[src/pkg/sfc_consts.svh]
// Purpose: offsets, field positions, reset values and counts of the
//          serial frame CRC host controller
// Assumes: included by bare name
// Notes:   definitions only
`ifndef SFC_CONSTS_SVH
`define SFC_CONSTS_SVH
`define SFC_ADDR_CFG 8'h00
`define SFC_ADDR_CMD 8'h04
`define SFC_ADDR_STAT 8'h08
`define SFC_ADDR_RESP 8'h0c
`define SFC_ADDR_FIELDS 8'h10
`define SFC_ADDR_IRQST 8'h14
`define SFC_ADDR_IRQMSK 8'h18
`define SFC_CFG_MODE4 0
`define SFC_CFG_SEED_LSB 4
`define SFC_CMD_SENSOR 0
`define SFC_IRQ_DONE 0
`define SFC_IRQ_CRCERR 1
`define SFC_IRQ_CNTERR 2
`define SFC_IRQ_W 3
`define SFC_POLY8 8'h2f
`define SFC_POLY4 4'h1
`define SFC_SEED_ALL 8'hff
`define SFC_SEED_HI 4'hf
`define SFC_LAST_BIT 5'h1f
`define SFC_HALF_DIV 8
`define SFC_CNT_RST 4'h0
`define SFC_CNT_STEP 4'h1
`define SFC_RESP_OK 2'h0
`define SFC_RESP_SLVERR 2'h2
`define SFC_RESP_DECERR 2'h3
`endif

[src/pkg/sfc_pkg.sv]
// Purpose: types of the serial frame CRC host controller
// Assumes: nothing
// Notes:   states are gray coded along the usual path, except SEQ_FIN to SEQ_IDLE
package sfc_pkg;
    typedef enum logic [2:0] {
        SEQ_IDLE = 3'h0, SEQ_TXCRC = 3'h1, SEQ_SEND = 3'h3,
        SEQ_RXCRC = 3'h2, SEQ_FIN = 3'h6
    } sfc_seq_t;
    typedef enum logic [1:0] {
        LNK_IDLE = 2'h0, LNK_LOW = 2'h1, LNK_HIGH = 2'h3, LNK_HOLD = 2'h2
    } sfc_link_t;
endpackage : sfc_pkg

[src/pkg/sfc_eng_if.sv]
// Purpose: joins the sequencer to the crc engine and the link shifter
// Assumes: one clock domain
// Notes:   none
`timescale 1ns/100ps
interface sfc_eng_if;
    logic crcInit;
    logic crcShift;
    logic crcDin;
    logic mode4;
    logic [3:0] seedSel;
    logic [7:0] crcVal;
    logic linkStart;
    logic [31:0] txWord;
    logic linkDone;
    logic [31:0] rxWord;
    modport top (output crcInit, crcShift, crcDin, mode4, seedSel,
        linkStart, txWord, input crcVal, linkDone, rxWord);
    modport crc (input crcInit, crcShift, crcDin, mode4, seedSel,
        output crcVal);
    modport link (input linkStart, txWord, output linkDone, rxWord);
endinterface : sfc_eng_if

[src/hdl/sfc_crc_serial.sv]
// Purpose: bit serial crc, 8-bit default or 4-bit selectable
// Assumes: caller feeds message msb first, crc field as zeros
// Notes:   in 4-bit mode the upper nibble stays zero
`timescale 1ns/100ps
`include "sfc_consts.svh"
module sfc_crc_serial import sfc_pkg::*; (
    input wire logic ref_clk,
    input wire logic rst_n,
    sfc_eng_if.crc eng
);
    logic [7:0] crc_ff;
    logic [7:0] nxt_crc;
    logic [7:0] seed;

    always_comb begin
        if (eng.mode4) begin
            seed = {4'h0, eng.seedSel};
        end else if (eng.seedSel == 4'h0) begin
            seed = `SFC_SEED_ALL;
        end else begin
            seed = {`SFC_SEED_HI, eng.seedSel};
        end
    end

    always_comb begin
        nxt_crc = crc_ff;
        if (eng.crcInit) begin
            nxt_crc = seed;
        end else if (eng.crcShift && eng.mode4) begin
            nxt_crc = {4'h0, crc_ff[2:0], eng.crcDin}
                ^ (crc_ff[3] ? {4'h0, `SFC_POLY4} : 8'h00);
        end else if (eng.crcShift) begin
            nxt_crc = {crc_ff[6:0], eng.crcDin}
                ^ (crc_ff[7] ? `SFC_POLY8 : 8'h00);
        end
    end

    always_ff @(posedge ref_clk or negedge rst_n) begin
        if (!rst_n) begin
            crc_ff <= `SFC_SEED_ALL;
        end else begin
            crc_ff <= nxt_crc;
        end
    end

    assign eng.crcVal = crc_ff;
endmodule : sfc_crc_serial

[src/hdl/sfc_frame_host.sv]
// Purpose: host controller that frames commands for a sensor serial
//          port, appends the command crc and checks response crcs
// Assumes: software sets the configuration before writing a command
// Notes:   AXI4-Lite slave for software, one frame at a time
//
// What this block does
// - crc covers all 32 bits incl. field
// - bits enter crc msb first, as sent
// - load seed into crc low bits first
// - shift each bit into crc low end
// - eight zero bits follow message in default
// - default polynomial x8+x5+x3+x2+x+1
// - seed all ones, else 1111 plus field
// - configuration selects 4-bit crc formats
// - 4-bit register command field layout
// - 4-bit sensor command: zeros 27:4
// - 4-bit mode: x4+1, field as seed
//
// The AXI4-Lite slave port and the placing of the registers were chosen for this implementation.
`timescale 1ns/100ps
`include "sfc_consts.svh"
module sfc_frame_host import sfc_pkg::*; #(
    parameter int HALF_DIV = `SFC_HALF_DIV,
    parameter int NUM_SRC = 8
) (
    input wire logic ref_clk,
    input wire logic rst_n,
    input wire logic [7:0] s_axi_awaddr,
    input wire logic s_axi_awvalid,
    output logic s_axi_awready,
    input wire logic [31:0] s_axi_wdata,
    input wire logic [3:0] s_axi_wstrb,
    input wire logic s_axi_wvalid,
    output logic s_axi_wready,
    output logic [1:0] s_axi_bresp,
    output logic s_axi_bvalid,
    input wire logic s_axi_bready,
    input wire logic [7:0] s_axi_araddr,
    input wire logic s_axi_arvalid,
    output logic s_axi_arready,
    output logic [31:0] s_axi_rdata,
    output logic [1:0] s_axi_rresp,
    output logic s_axi_rvalid,
    input wire logic s_axi_rready,
    output logic irq,
    output logic spiClk,
    output logic spiMosi,
    output logic spiSelN,
    input wire logic spiMiso
);
    sfc_eng_if eng ();

    sfc_crc_serial u_crc (
        .ref_clk(ref_clk),
        .rst_n(rst_n),
        .eng(eng)
    );

    sfc_link_master #(.HALF_DIV(HALF_DIV)) u_link (
        .ref_clk(ref_clk),
        .rst_n(rst_n),
        .eng(eng),
        .spiMiso(spiMiso),
        .spiClk(spiClk),
        .spiMosi(spiMosi),
        .spiSelN(spiSelN)
    );

    logic cfgMode4_ff;
    logic [3:0] cfgSeed_ff;
    logic [31:0] cmdReg_ff;
    logic [`SFC_IRQ_W-1:0] irqSt_ff, irqMsk_ff;
    logic crcOk_ff, irq_ff;

    logic awready_ff, wready_ff, bvalid_ff;
    logic [1:0] bresp_ff;
    logic arready_ff, rvalid_ff;
    logic [1:0] rresp_ff;
    logic [31:0] rdata_ff;

    sfc_seq_t seq_ff;
    logic [4:0] bitCnt_ff;
    logic [31:0] shReg_ff, cmdWord_ff, txWord_ff, resp_ff;
    logic mode4_ff, launched_ff, linkStart_ff;
    logic [3:0] seed_ff;
    logic [3:0] lastCnt_ff [NUM_SRC];

    logic wrFire, rdFire, wrMapped, rdMapped;
    logic [31:0] wMask, nxt_cmd, cmdFmt, rdVal, fields;
    logic startReq, busy, crcGood, sensorResp;
    logic [2:0] srcId;
    logic [3:0] expCnt;
    logic [`SFC_IRQ_W-1:0] evSet, irqClr, nxt_irqSt;

    assign wrFire = s_axi_awvalid && awready_ff && s_axi_wvalid && wready_ff;
    assign rdFire = s_axi_arvalid && arready_ff;
    assign busy = (seq_ff != SEQ_IDLE);

    always_comb begin
        for (int i = 0; i < 4; i++) begin
            wMask[8*i +: 8] = {8{s_axi_wstrb[i]}};
        end
    end

    always_comb begin
        if (s_axi_awaddr == `SFC_ADDR_CFG || s_axi_awaddr == `SFC_ADDR_CMD
                || s_axi_awaddr == `SFC_ADDR_IRQST
                || s_axi_awaddr == `SFC_ADDR_IRQMSK) begin
            wrMapped = 1'b1;
        end else begin
            wrMapped = 1'b0;
        end
    end

    // a command written while a frame runs is refused, never queued
    assign nxt_cmd = (cmdReg_ff & ~wMask) | (s_axi_wdata & wMask);
    assign startReq = wrFire && (s_axi_awaddr == `SFC_ADDR_CMD) && !busy;

    // command word with the crc field left zero for the trailing zeros
    always_comb begin
        if (nxt_cmd[`SFC_CMD_SENSOR]) begin
            cmdFmt = {nxt_cmd[31:28], 28'h0};
        end else begin
            cmdFmt = {nxt_cmd[31:28], 4'h0, nxt_cmd[23:8], 8'h00};
        end
    end

    // write channel: both ready together, response after both taken
    always_ff @(posedge ref_clk or negedge rst_n) begin
        if (!rst_n) begin
            awready_ff <= 1'b0;
            wready_ff <= 1'b0;
            bvalid_ff <= 1'b0;
            bresp_ff <= `SFC_RESP_OK;
        end else if (wrFire) begin
            awready_ff <= 1'b0;
            wready_ff <= 1'b0;
            bvalid_ff <= 1'b1;
            if (!wrMapped) begin
                bresp_ff <= `SFC_RESP_DECERR;
            end else if (s_axi_awaddr == `SFC_ADDR_CMD && busy) begin
                bresp_ff <= `SFC_RESP_SLVERR;
            end else begin
                bresp_ff <= `SFC_RESP_OK;
            end
        end else if (bvalid_ff) begin
            if (s_axi_bready) begin
                bvalid_ff <= 1'b0;
            end
        end else if (s_axi_awvalid && s_axi_wvalid && !awready_ff) begin
            awready_ff <= 1'b1;
            wready_ff <= 1'b1;
        end
    end

    always_ff @(posedge ref_clk or negedge rst_n) begin
        if (!rst_n) begin
            cfgMode4_ff <= 1'b0;
            cfgSeed_ff <= 4'h0;
            cmdReg_ff <= 32'h0;
            irqMsk_ff <= '0;
        end else if (wrFire) begin
            if (s_axi_awaddr == `SFC_ADDR_CFG) begin
                if (s_axi_wstrb[0]) begin
                    cfgMode4_ff <= s_axi_wdata[`SFC_CFG_MODE4];
                    cfgSeed_ff <= s_axi_wdata[`SFC_CFG_SEED_LSB +: 4];
                end
            end else if (s_axi_awaddr == `SFC_ADDR_CMD && !busy) begin
                cmdReg_ff <= nxt_cmd;
            end else if (s_axi_awaddr == `SFC_ADDR_IRQMSK) begin
                if (s_axi_wstrb[0]) begin
                    irqMsk_ff <= s_axi_wdata[`SFC_IRQ_W-1:0];
                end
            end
        end
    end

    // read side
    assign srcId = resp_ff[30:28];
    assign sensorResp = resp_ff[31];
    assign fields = {5'h0, resp_ff[27:26], srcId, resp_ff[7:4],
        resp_ff[9:8], resp_ff[13:10], resp_ff[25:14]};

    always_comb begin
        rdMapped = 1'b1;
        if (s_axi_araddr == `SFC_ADDR_CFG) begin
            rdVal = {24'h0, cfgSeed_ff, 3'h0, cfgMode4_ff};
        end else if (s_axi_araddr == `SFC_ADDR_CMD) begin
            rdVal = cmdReg_ff;
        end else if (s_axi_araddr == `SFC_ADDR_STAT) begin
            rdVal = {30'h0, crcOk_ff, busy};
        end else if (s_axi_araddr == `SFC_ADDR_RESP) begin
            rdVal = resp_ff;
        end else if (s_axi_araddr == `SFC_ADDR_FIELDS) begin
            rdVal = fields;
        end else if (s_axi_araddr == `SFC_ADDR_IRQST) begin
            rdVal = {29'h0, irqSt_ff};
        end else if (s_axi_araddr == `SFC_ADDR_IRQMSK) begin
            rdVal = {29'h0, irqMsk_ff};
        end else begin
            rdVal = 32'h0;
            rdMapped = 1'b0;
        end
    end

    always_ff @(posedge ref_clk or negedge rst_n) begin
        if (!rst_n) begin
            arready_ff <= 1'b0;
            rvalid_ff <= 1'b0;
            rresp_ff <= `SFC_RESP_OK;
            rdata_ff <= 32'h0;
        end else if (rdFire) begin
            arready_ff <= 1'b0;
            rvalid_ff <= 1'b1;
            rdata_ff <= rdVal;
            rresp_ff <= rdMapped ? `SFC_RESP_OK : `SFC_RESP_DECERR;
        end else if (rvalid_ff) begin
            if (s_axi_rready) begin
                rvalid_ff <= 1'b0;
            end
        end else if (s_axi_arvalid && !arready_ff) begin
            arready_ff <= 1'b1;
        end
    end

    // crc engine: seed reloads while idle and while the frame is sent
    assign eng.crcInit = (seq_ff == SEQ_IDLE) || (seq_ff == SEQ_SEND);
    assign eng.crcShift = (seq_ff == SEQ_TXCRC) || (seq_ff == SEQ_RXCRC);
    assign eng.crcDin = shReg_ff[31];
    assign eng.mode4 = mode4_ff;
    assign eng.seedSel = seed_ff;
    assign eng.linkStart = linkStart_ff;
    assign eng.txWord = txWord_ff;

    // residue check on the response; 4-bit mode keeps upper nibble zero
    assign crcGood = (eng.crcVal == 8'h00);

    always_ff @(posedge ref_clk or negedge rst_n) begin
        if (!rst_n) begin
            seq_ff <= SEQ_IDLE;
            bitCnt_ff <= 5'h00;
            shReg_ff <= 32'h0;
            cmdWord_ff <= 32'h0;
            txWord_ff <= 32'h0;
            resp_ff <= 32'h0;
            mode4_ff <= 1'b0;
            seed_ff <= 4'h0;
            launched_ff <= 1'b0;
            linkStart_ff <= 1'b0;
            crcOk_ff <= 1'b0;
        end else begin
            case (seq_ff)
                SEQ_IDLE: begin
                    mode4_ff <= cfgMode4_ff;
                    seed_ff <= cfgSeed_ff;
                    if (startReq) begin
                        shReg_ff <= cmdFmt;
                        cmdWord_ff <= cmdFmt;
                        bitCnt_ff <= 5'h00;
                        seq_ff <= SEQ_TXCRC;
                    end
                end
                SEQ_TXCRC: begin
                    // message bits, then the zeroed crc field positions
                    shReg_ff <= {shReg_ff[30:0], 1'b0};
                    bitCnt_ff <= bitCnt_ff + 5'h01;
                    if (bitCnt_ff == `SFC_LAST_BIT) begin
                        launched_ff <= 1'b0;
                        seq_ff <= SEQ_SEND;
                    end
                end
                SEQ_SEND: begin
                    if (!launched_ff) begin
                        if (mode4_ff) begin
                            txWord_ff <= {cmdWord_ff[31:4],
                                eng.crcVal[3:0]};
                        end else begin
                            txWord_ff <= {cmdWord_ff[31:8],
                                eng.crcVal};
                        end
                        linkStart_ff <= 1'b1;
                        launched_ff <= 1'b1;
                    end else begin
                        linkStart_ff <= 1'b0;
                        if (eng.linkDone) begin
                            shReg_ff <= eng.rxWord;
                            resp_ff <= eng.rxWord;
                            bitCnt_ff <= 5'h00;
                            seq_ff <= SEQ_RXCRC;
                        end
                    end
                end
                SEQ_RXCRC: begin
                    // whole response, crc field included
                    shReg_ff <= {shReg_ff[30:0], 1'b0};
                    bitCnt_ff <= bitCnt_ff + 5'h01;
                    if (bitCnt_ff == `SFC_LAST_BIT) begin
                        seq_ff <= SEQ_FIN;
                    end
                end
                default: begin
                    crcOk_ff <= crcGood;
                    seq_ff <= SEQ_IDLE;
                end
            endcase
        end
    end

    // per source message counters, only trusted frames update them
    generate
        for (genvar g = 0; g < NUM_SRC; g++) begin : g_src
            always_ff @(posedge ref_clk or negedge rst_n) begin
                if (!rst_n) begin
                    lastCnt_ff[g] <= `SFC_CNT_RST;
                end else if (seq_ff == SEQ_FIN && crcGood && mode4_ff
                        && sensorResp && srcId == 3'(g)) begin
                    lastCnt_ff[g] <= resp_ff[7:4];
                end
            end
        end
    endgenerate

    // wraps naturally after 1111
    assign expCnt = lastCnt_ff[srcId] + `SFC_CNT_STEP;

    always_comb begin
        evSet = '0;
        if (seq_ff == SEQ_FIN) begin
            evSet[`SFC_IRQ_DONE] = 1'b1;
            evSet[`SFC_IRQ_CRCERR] = !crcGood;
            evSet[`SFC_IRQ_CNTERR] = crcGood && mode4_ff && sensorResp
                && (resp_ff[7:4] != expCnt);
        end
    end

    assign irqClr = (wrFire && s_axi_awaddr == `SFC_ADDR_IRQST
        && s_axi_wstrb[0]) ? s_axi_wdata[`SFC_IRQ_W-1:0] : '0;
    // a new event in the clearing cycle survives
    assign nxt_irqSt = (irqSt_ff & ~irqClr) | evSet;

    always_ff @(posedge ref_clk or negedge rst_n) begin
        if (!rst_n) begin
            irqSt_ff <= '0;
            irq_ff <= 1'b0;
        end else begin
            irqSt_ff <= nxt_irqSt;
            irq_ff <= |(nxt_irqSt & irqMsk_ff);
        end
    end

    assign s_axi_awready = awready_ff;
    assign s_axi_wready = wready_ff;
    assign s_axi_bvalid = bvalid_ff;
    assign s_axi_bresp = bresp_ff;
    assign s_axi_arready = arready_ff;
    assign s_axi_rvalid = rvalid_ff;
    assign s_axi_rresp = rresp_ff;
    assign s_axi_rdata = rdata_ff;
    assign irq = irq_ff;
endmodule : sfc_frame_host

[src/hdl/sfc_link_master.sv]
// Purpose: 32-bit full duplex serial master, clock idles low
// Assumes: device changes its output after the falling clock edge
// Notes:   input sampled through two flops at the end of the high half
`timescale 1ns/100ps
`include "sfc_consts.svh"
module sfc_link_master import sfc_pkg::*; #(
    parameter int HALF_DIV = `SFC_HALF_DIV
) (
    input wire logic ref_clk,
    input wire logic rst_n,
    sfc_eng_if.link eng,
    input wire logic spiMiso,
    output logic spiClk,
    output logic spiMosi,
    output logic spiSelN
);
    sfc_link_t st_ff;
    logic misoMeta_ff, misoSync_ff;
    logic [7:0] div_ff;
    logic [4:0] bit_ff;
    logic [31:0] sh_ff, rx_ff;
    logic clk_ff, mosi_ff, sel_ff, done_ff;
    logic tick;

    assign tick = (div_ff == 8'(HALF_DIV - 1));

    always_ff @(posedge ref_clk or negedge rst_n) begin
        if (!rst_n) begin
            misoMeta_ff <= 1'b0;
            misoSync_ff <= 1'b0;
        end else begin
            misoMeta_ff <= spiMiso;
            misoSync_ff <= misoMeta_ff;
        end
    end

    always_ff @(posedge ref_clk or negedge rst_n) begin
        if (!rst_n) begin
            div_ff <= 8'h00;
        end else if (st_ff == LNK_IDLE || tick) begin
            div_ff <= 8'h00;
        end else begin
            div_ff <= div_ff + 8'h01;
        end
    end

    always_ff @(posedge ref_clk or negedge rst_n) begin
        if (!rst_n) begin
            st_ff <= LNK_IDLE;
            bit_ff <= 5'h00;
            sh_ff <= 32'h0;
            rx_ff <= 32'h0;
            clk_ff <= 1'b0;
            mosi_ff <= 1'b0;
            sel_ff <= 1'b1;
            done_ff <= 1'b0;
        end else begin
            done_ff <= 1'b0;
            case (st_ff)
                LNK_IDLE: begin
                    if (eng.linkStart) begin
                        sel_ff <= 1'b0;
                        sh_ff <= eng.txWord;
                        mosi_ff <= eng.txWord[31];
                        bit_ff <= 5'h00;
                        st_ff <= LNK_LOW;
                    end
                end
                LNK_LOW: begin
                    if (tick) begin
                        clk_ff <= 1'b1;
                        st_ff <= LNK_HIGH;
                    end
                end
                LNK_HIGH: begin
                    if (tick) begin
                        clk_ff <= 1'b0;
                        rx_ff <= {rx_ff[30:0], misoSync_ff};
                        if (bit_ff == `SFC_LAST_BIT) begin
                            st_ff <= LNK_HOLD;
                        end else begin
                            sh_ff <= {sh_ff[30:0], 1'b0};
                            mosi_ff <= sh_ff[30];
                            bit_ff <= bit_ff + 5'h01;
                            st_ff <= LNK_LOW;
                        end
                    end
                end
                default: begin
                    if (tick) begin
                        sel_ff <= 1'b1;
                        done_ff <= 1'b1;
                        st_ff <= LNK_IDLE;
                    end
                end
            endcase
        end
    end

    assign spiClk = clk_ff;
    assign spiMosi = mosi_ff;
    assign spiSelN = sel_ff;
    assign eng.linkDone = done_ff;
    assign eng.rxWord = rx_ff;
endmodule : sfc_link_master

[config.mk]
export PLATFORM = sky130hd
export DESIGN_NAME = sfc_frame_host
export DESIGN_NICKNAME = d
export VERILOG_FILES = /design/src/pkg/sfc_pkg.sv /design/src/pkg/sfc_eng_if.sv /design/src/hdl/sfc_crc_serial.sv /design/src/hdl/sfc_frame_host.sv /design/src/hdl/sfc_link_master.sv
export VERILOG_INCLUDE_DIRS = /design/src /design/src/pkg
export SDC_FILE = /design/constraint.sdc
export NUM_CORES = 1
export LEC_CHECK = 0
export BUFFER_PORTS_ARGS = -buffer_cell sky130_fd_sc_hd__buf_4
export CAP_MARGIN = 10
export CORE_ASPECT_RATIO = 0.9
export CORE_MARGIN = 2
export CORE_UTILIZATION = 40
export DETAILED_ROUTE_END_ITERATION = 10
export SLEW_MARGIN = 20
export SYNTH_ARGS = -nofsm -noshare
export SYNTH_HDL_FRONTEND = slang
export SYNTH_SLANG_ARGS = --single-unit
[constraint.sdc]
create_clock -name ref_clk -period 6.1 [get_ports ref_clk]
set_input_delay 1.22 -clock ref_clk [delete_from_list [all_inputs] [get_ports ref_clk]]
set_output_delay 1.22 -clock ref_clk [all_outputs]
set_load 0.01 [all_outputs]
After elaboration in Yosys (flattened, before gate mapping)
Cells that the tools add are included.
Widths: inputs -> output; s select.

storage, ports and cells
  register bits = 352
  input bits = 60
  output and inout bits = 45

cells by class
  add/subtract/negate cells = 4
  $lt $le $gt $ge = 1
  eq/ne operators = 37
  mux-type cells = 87
  bitwise gates (word level) = 15
  reductions and logical operators = 75

operators by type and width
  cell                count
  $mux 32             7
  $pmux 32 s3         1
  $mux 31             3
  $and 32x32->32      2
  $pmux 31 s2         1
  $mux 8              6
  $eq 8x5->1 const B  5
  $not 32->32         1
  $or 32x32->32       1
  $mux 1              31
  $mux 5              6
  $logic_and 1x1->1   28
  $mux 27             1
  $mux 3              9
  $eq 8x3->1 const B  3
  $logic_not 8->1     3
  $mux 24             1
  $eq 8x4->1 const B  2
  $mux 2              8
  $eq 3x3->1 const B  5
  $pmux 5 s3          1
  $reduce_and 3->1    5
  $ne 2x1->1 const B  7
  $bmux 4 s3          1
  other kinds (37)    81

Depth between registers and ports, before layout
Gate-level depths: netlist of the first run.

  depth in word-level cells = 11
  depth in mapped cells = 13
  mapped depth without buffers = 11

Cells and area by module
A second synthesis of the first run with hierarchy kept.

second synthesis, totals
  cells, all modules = 1324
  area, all modules = 15197.1 µm²

modules (own cells, without submodules)
  module           times used  cells an instance  area each (µm²)  sequential area each (µm²)
  sfc_frame_host   1           1013               10959.3          6080.8
  sfc_link_master  1           262                3759.9           2103.3
  sfc_crc_serial   1           49                 478.0            210.2

Worst setup path after synthesis of the first run
OpenSTA, ideal clock, no wires.

  path type = input to register
  from = input s_axi_araddr[5]
  to = register rdata_ff[27] (netlist: s_axi_rdata[27])
  data arrival time = 2.862 ns
  required time = 6.017 ns
  slack = 3.156 ns
  stages = 7
  buffers on the path = 2
  cell sequence = nor3_1 -> nand2_1 -> nor4b_1 -> clkbuf_1 -> buf_2 -> a22oi_1 -> o21ai_0

between the ends
  longest elaborated chain between the ends = 5
  elaborated cells between the ends (all ways) = 8
  classes of those cells = eq/ne (3); mux (4); reduce/logical (1)

ends and longest elaborated chain
  item                         line                   text
  start: declaration           sfc_frame_host.sv:38   input wire logic [7:0] s_axi_araddr,
  $eq 8x4->1 (no source line)  n/a
  $mux 32                      sfc_frame_host.sv:192  end else if (s_axi_araddr == `SFC_ADDR_RESP) begin
  $mux 32                      sfc_frame_host.sv:190  end else if (s_axi_araddr == `SFC_ADDR_STAT) begin
  $mux 32                      sfc_frame_host.sv:188  end else if (s_axi_araddr == `SFC_ADDR_CMD) begin
  $mux 32 (*)                  sfc_frame_host.sv:186  if (s_axi_araddr == `SFC_ADDR_CFG) begin
  end signal: assignment       sfc_frame_host.sv:215  rdata_ff <= rdVal;
  end: declaration             sfc_frame_host.sv:79   logic [31:0] rdata_ff;

Mark *: on every way between the ends. The rest lies on a longest branch, timed or not.
A chain may end at the register's enable or synchronous reset.

Worst setup path in the final report of the first run
  from = register resp_ff[28]
  to = register irq_ff (netlist: irq)

between the ends
  longest elaborated chain between the ends = 11

ends and longest elaborated chain
  item                                       line                   text
  start: declaration                         sfc_frame_host.sv:83   logic [31:0] shReg_ff, cmdWord_ff, txWord_ff, resp_ff;
  start signal: assignment                   sfc_frame_host.sv:287  resp_ff <= eng.rxWord;
  $not 3->4 (implied by the code)            sfc_frame_host.sv:324  assign expCnt = lastCnt_ff[srcId] + `SFC_CNT_STEP;
  $bmux 4 s3                                 sfc_frame_host.sv:324
  $mux 4 (implied by the code) (2 in a row)  sfc_frame_host.sv:324
  $add 4x1->4 (no source line)               n/a
  $ne 4x4->1                                 sfc_frame_host.sv:332  && (resp_ff[7:4] != expCnt);
  $logic_and 1x1->1                          sfc_frame_host.sv:332
  $mux 3                                     sfc_frame_host.sv:328  if (seq_ff == SEQ_FIN) begin
  $or 3x3->3                                 sfc_frame_host.sv:339  assign nxt_irqSt = (irqSt_ff & ~irqClr) | evSet;
  via nxt_irqSt[2]                           sfc_frame_host.sv:93   logic [`SFC_IRQ_W-1:0] evSet, irqClr, nxt_irqSt;
  $and 3x3->3                                sfc_frame_host.sv:347  irq_ff <= |(nxt_irqSt & irqMsk_ff);
  $reduce_or 3->1                            sfc_frame_host.sv:347
  end signal: assignment                     sfc_frame_host.sv:347
  end: declaration                           sfc_frame_host.sv:73   logic crcOk_ff, irq_ff;

The timed path passes the listed nets, and every way through them passes these cells. The select of a mux whose other input is x is not followed.

==> out/results.tsv, run 1 <==
metric	value	unit
pin count of the biggest net entering global routing	130	
relative max-transition margin	33.4	%
gate count of the mapped netlist	1301	
top cells by area, synth	dfrtp_1 56%, mux2_2 11%, nand2_1 5.0%	
clk root buf	clkbuf_16	
Post-DP Area	15800	um2
final hold vios	0	
Crit Path Category	reg -> reg	
count leader, synth	dfrtp_1	
Core Region	36100	um2
number of buffers on the longest clock path	3	
Critical Path End Type	register	
Nets	1439	
share of post-route cells with drive strength above 1	25.4	%
met2 GRT Util	31.0	%
Starting Density	40.5	%
P per Cell Area	269	nW/um2
total die area	38100	um2
Clock Latency Late Sink	0.52	ns
CTS resizes	0	
Yosys warnings	0	
Max Slew Vio Count	0	
Worst Hold Class	reg -> reg	
Reg2Reg Setup Slack	2.91	ns
Max Fclk	314	MHz
post-synthesis sequential area ratio	57.5	%
cell area after layout	16900	um2
Remaining Overflow, GRT	0	
HPWL Detailed	24400	um
mean routed wirelength per cell	19.6	um
Static Leak	8.16	nW
total CTS buffers	36	
syn nets	1367	
Std-Cell Rows	66	
GRT Overall Usage	19.7	%
vias in the first global route	10100	
Synth area leader	dfrtp_1	
Area Overhead vs Synth	15.9	%
clock-pin slew on the worst setup and hold paths	0.06	ns
PortBufs	104	
asr flop ratio synth	100	%
top-area cell type share of the netlist area	55.9	%
placer congestion estimate	0.815	
Residual DRC	0	
Worst-Margin Slew	0.996	ns
I/O pin count	105	
final setup vio count	0	
crit-path max FO	17	
total power	4.56	mW
vias	10200	
total iterations of the first detailed-routing run	8	
RSZ-0062 raised after global routing	no	
Worst EP required	6.50	ns
depth of the worst register-to-register path	10	
synthesized cell area	14600	um2
gr busiest metal	met2	
EDFF count, synth	0	
post-CTS setup buffer count	0	
initial DRC count	905	
MaxCap Viol Count	0	
clk_skew	0.0157	ns
final hold slack	0.364	ns
CP Launch Type	register	
Die Span X	205	um
final setup TNS	0	ns
CTS Hold Bufs	0	
synth unique cells	52	
Commonest cells post-synth	326 x dfrtp_1, 194 x nand2_1, 140 x mux2_2	
Avg Inst Size Synth	11.2	um2
Hold Path Depth	0	
CP endpoint	irq$_DFF_PN0_	
Clock Sinks	335	
number of diodes	0	
met3 usage	2.85	%
CTS tree	done	
first-pass GRT wire length	58100	um
Final Core Density	46.9	%
H-tree Lvls	2	
outcome	finished clean	
arrival time worst endpoint	3.59	ns
VDD IR max	0.000184	V
Post-DRT Antenna Nets	0	
Worst R2R Start	resp_ff[28]$_DFFE_PN0P_	
synthesis-stage register bit count	335	
dominant synthesized flop cell	dfrtp_1	
routing usage on met1	27.9	%
Avg Vias per Cell	5.48	
drt total wl	36700	um
initial antenna violation count	0	
period utilization	52.3	%
r2r endpoint	irq$_DFF_PN0_	
die height	185	um
Tmin final	3.19	ns
CP Launch Point	resp_ff[28]$_DFFE_PN0P_	
per-stage QoR:
stage | std cells | worst slack, ns
after floorplan | 1301 | 3.16
after global placement | 1811 | 2.53
after detailed placement | 1811 | 2.45
after CTS | 1871 | 2.91
after global routing | 1871 | 2.76
final | 1871 | 2.91
sequential cells by signal (all words and copies together), names as in the netlist, 2 cells and up, named ones only:
signal and cells:
bitCnt_ff 5, cfgSeed_ff 4, cmdReg_ff 21, cmdWord_ff 20
eng.seedSel 4, eng.txWord 28, irqMsk_ff 3, irqSt_ff 3
lastCnt_ff 32, resp_ff 32, s_axi_bresp 2, s_axi_rdata 32
seq_ff 3, shReg_ff 32, u_crc.eng.crcVal 8, u_link.bit_ff 5
u_link.div_ff 8, u_link.eng.rxWord 32, u_link.sh_ff 31, u_link.st_ff 2
power breakdown:
part / leakage (nW) / switching [mW] / internal [mW]
logic: 3.01 / 0.118 / 0.0648
registers: 4.59 / 0.0112 / 2.24
clock network: 0.553 / 0.872 / 1.25
total: 8.16 / 1.00 / 3.56
worst max-delay path, cell delays in order, from the launching register on:
cell	delay [ns]
dfrtp_1	0.47
buf_4	0.31
mux4_2	0.53
mux2_2	0.30
ha_1	0.29
xor2_1	0.16
nor2b_1	0.13
mux2i_1	0.10
o41ai_1	0.33
o21ai_0	0.22
a21o_1	0.22
worst min-delay path by stage:
stage,end,start
floorplan,u_link.misoSync_ff$_DFF_PN0_,u_link.misoMeta_ff$_DFF_PN0_
global placement,u_link.misoSync_ff$_DFF_PN0_,u_link.misoMeta_ff$_DFF_PN0_
detailed placement,u_link.misoSync_ff$_DFF_PN0_,u_link.misoMeta_ff$_DFF_PN0_
CTS,u_link.misoSync_ff$_DFF_PN0_,u_link.misoMeta_ff$_DFF_PN0_
global route,u_link.misoSync_ff$_DFF_PN0_,u_link.misoMeta_ff$_DFF_PN0_
finish,u_link.misoSync_ff$_DFF_PN0_,u_link.misoMeta_ff$_DFF_PN0_
layout make-up:
| class | count | area (um2) |
|---|---|---|
| fill | 3308 | 19200 |
| sequential | 335 | 8390 |
| multi-input combinational | 841 | 5740 |
| clock buffer | 50 | 1020 |
| timing repair buffer | 120 | 921 |
| tap | 476 | 596 |
| inverter | 39 | 146 |
| clock inverter | 10 | 105 |
cells by family after synthesis:
logic type               after synthesis  share of synthesized area, %
AO/OA/AOI/OAI                        244                          11.3
XOR/XNOR                              17                          1.02
adder cells (fa/ha/maj)                6                         0.514
buffers and inverters                125                          3.54
flip-flops                           335                          57.5
multiplexers                         177                          13.7
AND/OR/NAND/NOR                      397                          12.5
per-layer routing:
layer  up-vias  wire (um)
met1      5180      17000
met2       212      17100
met4         0       1030
met5         -          0
met3        62       1610
li1       4795          -
cell usage in the layout (no fill, tap or decap), types with 4 or more instances in the layout:
master,n
a21o_1,8
a21oi_1,15
a221oi_1,6
a222oi_1,51
a22o_1,6
a22oi_1,8
a31oi_1,12
and3_1,6
buf_4,118
clkbuf_1,8
clkbuf_16,37
clkbuf_8,5
clkinv_2,6
dfrtp_1,326
dfstp_2,9
ha_1,6
inv_1,38
mux2_2,140
mux2i_1,33
mux4_2,4
nand2_1,192
nand3_1,16
nand3b_1,7
nor2_1,82
nor2b_1,4
nor3_1,38
nor3_2,20
nor3b_1,5
o21ai_0,106
o22ai_1,4
o31ai_1,21
or4_1,4
xnor2_1,8
xor2_1,9
No activity file was read; power rests on OpenSTA's default activity.
==> run 2: changes to the inputs <==
==> constraint.sdc (replaced) <==
create_clock -name ref_clk -period 2.9 [get_ports ref_clk]
set_input_delay 0.58 -clock ref_clk [delete_from_list [all_inputs] [get_ports ref_clk]]
set_output_delay 0.58 -clock ref_clk [all_outputs]
set_load 0.01 [all_outputs]
==> out/results.tsv, run 2 (synthesis results as in run 1) <==
metric	value	unit
Max Fclk	371	MHz
uppermost layer routed	met4	
commonest non-fill, non-tap cell in the layout	dfrtp_1	
Residual DRC	0	
clk root buf	clkbuf_16	
Worst-Margin Slew	0.788	ns
CP top delay family	multiplexers	
crit-path max FO	11	
P per Cell Area	579	nW/um2
H-tree Lvls	2	
GRT Overall Usage	19.7	%
max incr delay on CP	0.62	ns
commonest non-fill, non-tap cells in the layout	325 x dfrtp_1, 192 x nand2_1, 140 x mux2_2	
share of post-route cells with drive strength above 1	27.8	%
Critical path buffers and inverters	0	
slowest cell on the critical path	dfrtp_1	
final hold vios	0	
Max Slew Vio Count	0	
I/O pin count	105	
outcome	finished clean	
Avg Vias per Cell	5.51	
arrival time worst endpoint	3.10	ns
final setup vio count	0	
final setup TNS	0	ns
total iterations of the first detailed-routing run	8	
clock-pin slew on the worst setup and hold paths	0.06	ns
Post-DRT Antenna Nets	0	
Tmin final	2.69	ns
met3 routed WL	1700	um
Remaining Overflow, GRT	0	
Static Leak	8.40	nW
Starting Density	40.5	%
multi-input logic area	5760	um2
CP Launch Type	register	
Clock power frac	49.1	%
relative max-transition margin	47.4	%
Clock Latency Late Sink	0.53	ns
initial DRC count	1020	
Register Area	8400	um2
Critical Path End Type	register	
Crit Path Category	reg -> reg	
total die area	38100	um2
number of buffers on the longest clock path	3	
crit-path cells	mux4_2 > mux2_2 > ha_1 > xor2_1 > nor2_1 > mux2i_1 > o41ai_2 > o21ai_1 > a21o_1	
placer congestion estimate	0.885	
part of the power in registers	47.0	%
Area Overhead vs Synth	19.1	%
Net Sw Power	2.23	mW
first-pass GRT wire length	58800	um
Worst Hold Class	in -> async	
Comb pwr share	3.9	%
total power	10.1	mW
total CTS buffers	38	
Std-Cell Rows	66	
RSZ-0062 raised after global routing	no	
HPWL Detailed	25400	um
number of diodes	0	
FILL cells	3227	
pin count of the biggest net entering global routing	74	
M1 WL	17200	um
Die Span X	205	um
Nets	1466	
clk_skew	0.0219	ns
vias	10500	
Int Power	7.85	mW
Core Region	36100	um2
drt total wl	36900	um
VDD IR max	0.000351	V
period utilization	92.9	%
initial antenna violation count	0	
PortBufs	104	
CTS tree	done	
switching share of power	22.1	%
die height	185	um
vias in the first global route	10400	
Worst EP required	3.31	ns
Clock Sinks	335	
Reg2Reg Setup Slack	0.21	ns
metal2 WL	16900	um
mean routed wirelength per cell	19.3	um
MaxCap Viol Count	0	
==> run 2: worst register-to-register path: stages (launching register included) <==
cell     delay [ns]
dfrtp_1        0.62
mux4_2         0.38
mux2_2         0.30
ha_1           0.30
xor2_1         0.16
nor2_1         0.14
mux2i_1        0.11
o41ai_2        0.25
o21ai_1        0.13
a21o_1         0.19
==> run 2: area by class of cell <==
class	count	area share [%]
Multi-Input combinational cell	841	33.1
Inverter	39	0.842
Clock inverter	19	1.27
Timing Repair Buffer	145	6.88
Tap cell	476	3.42
Sequential cell	335	48.3
Clock buffer	51	6.21
==> run 2: timing repair <==
action | CTS | global route
resized for setup | 0 | 6
endpoints found under the setup margin | 0 | 2
setup buffers | 0 | 0
hold buffers | 0 | 0
endpoints found under the hold margin | 0 | 0
==> run 2: routing by layer <==
layer / vias to the layer above / global-route usage [%]
li1: 4850 / -
met1: 5329 / 28.7
met2: 263 / 30.4
met3: 62 / 2.52
met4: 0 / 6.85
met5: - / 0
==> run 2: worst paths after layout <==
check,cells past startpoint,to,startpoint
worst max-delay path,9,irq$_DFF_PN0_,resp_ff[29]$_DFFE_PN0P_
worst min-delay path,1,u_link.spiClk$_DFFE_PN0P_,rst_n
worst max register to register,9,irq$_DFF_PN0_,resp_ff[29]$_DFFE_PN0P_
worst min register to register,0,u_link.misoSync_ff$_DFF_PN0_,u_link.misoMeta_ff$_DFF_PN0_
max in group asynchronous,2,resp_ff[18]$_DFFE_PN0P_,rst_n
min in group ref_clk,1,u_link.misoMeta_ff$_DFF_PN0_,spiMiso
==> run 2: power by group through the flow <==
stage          clock network, mW  logic, mW  registers, mW
6_report                    4.95      0.398           4.73
5_1_grt                     5.24      0.445           4.73
4_1_cts                     5.04      0.411           4.73
3_5_place_dp                   0      0.411           4.81
3_3_place_gp                   0      0.407           4.81
2_1_floorplan                  0      0.115           4.82
==> run 2: stage by stage <==
stage	std cells	setup slack [ns]	hold slack [ns]	instance area (um2)	util [%]
2_1_floorplan	1301	0.306	0.284	14600	-
3_3_place_gp	1836	0.214	0.335	16100	44.5
3_5_place_dp	1836	0.0433	0.338	16100	44.5
4_1_cts	1906	0.0123	0.0238	17400	48.1
5_1_grt	1906	0.0254	0.0447	17400	48.2
6_report	1906	0.205	0.0189	17400	48.2
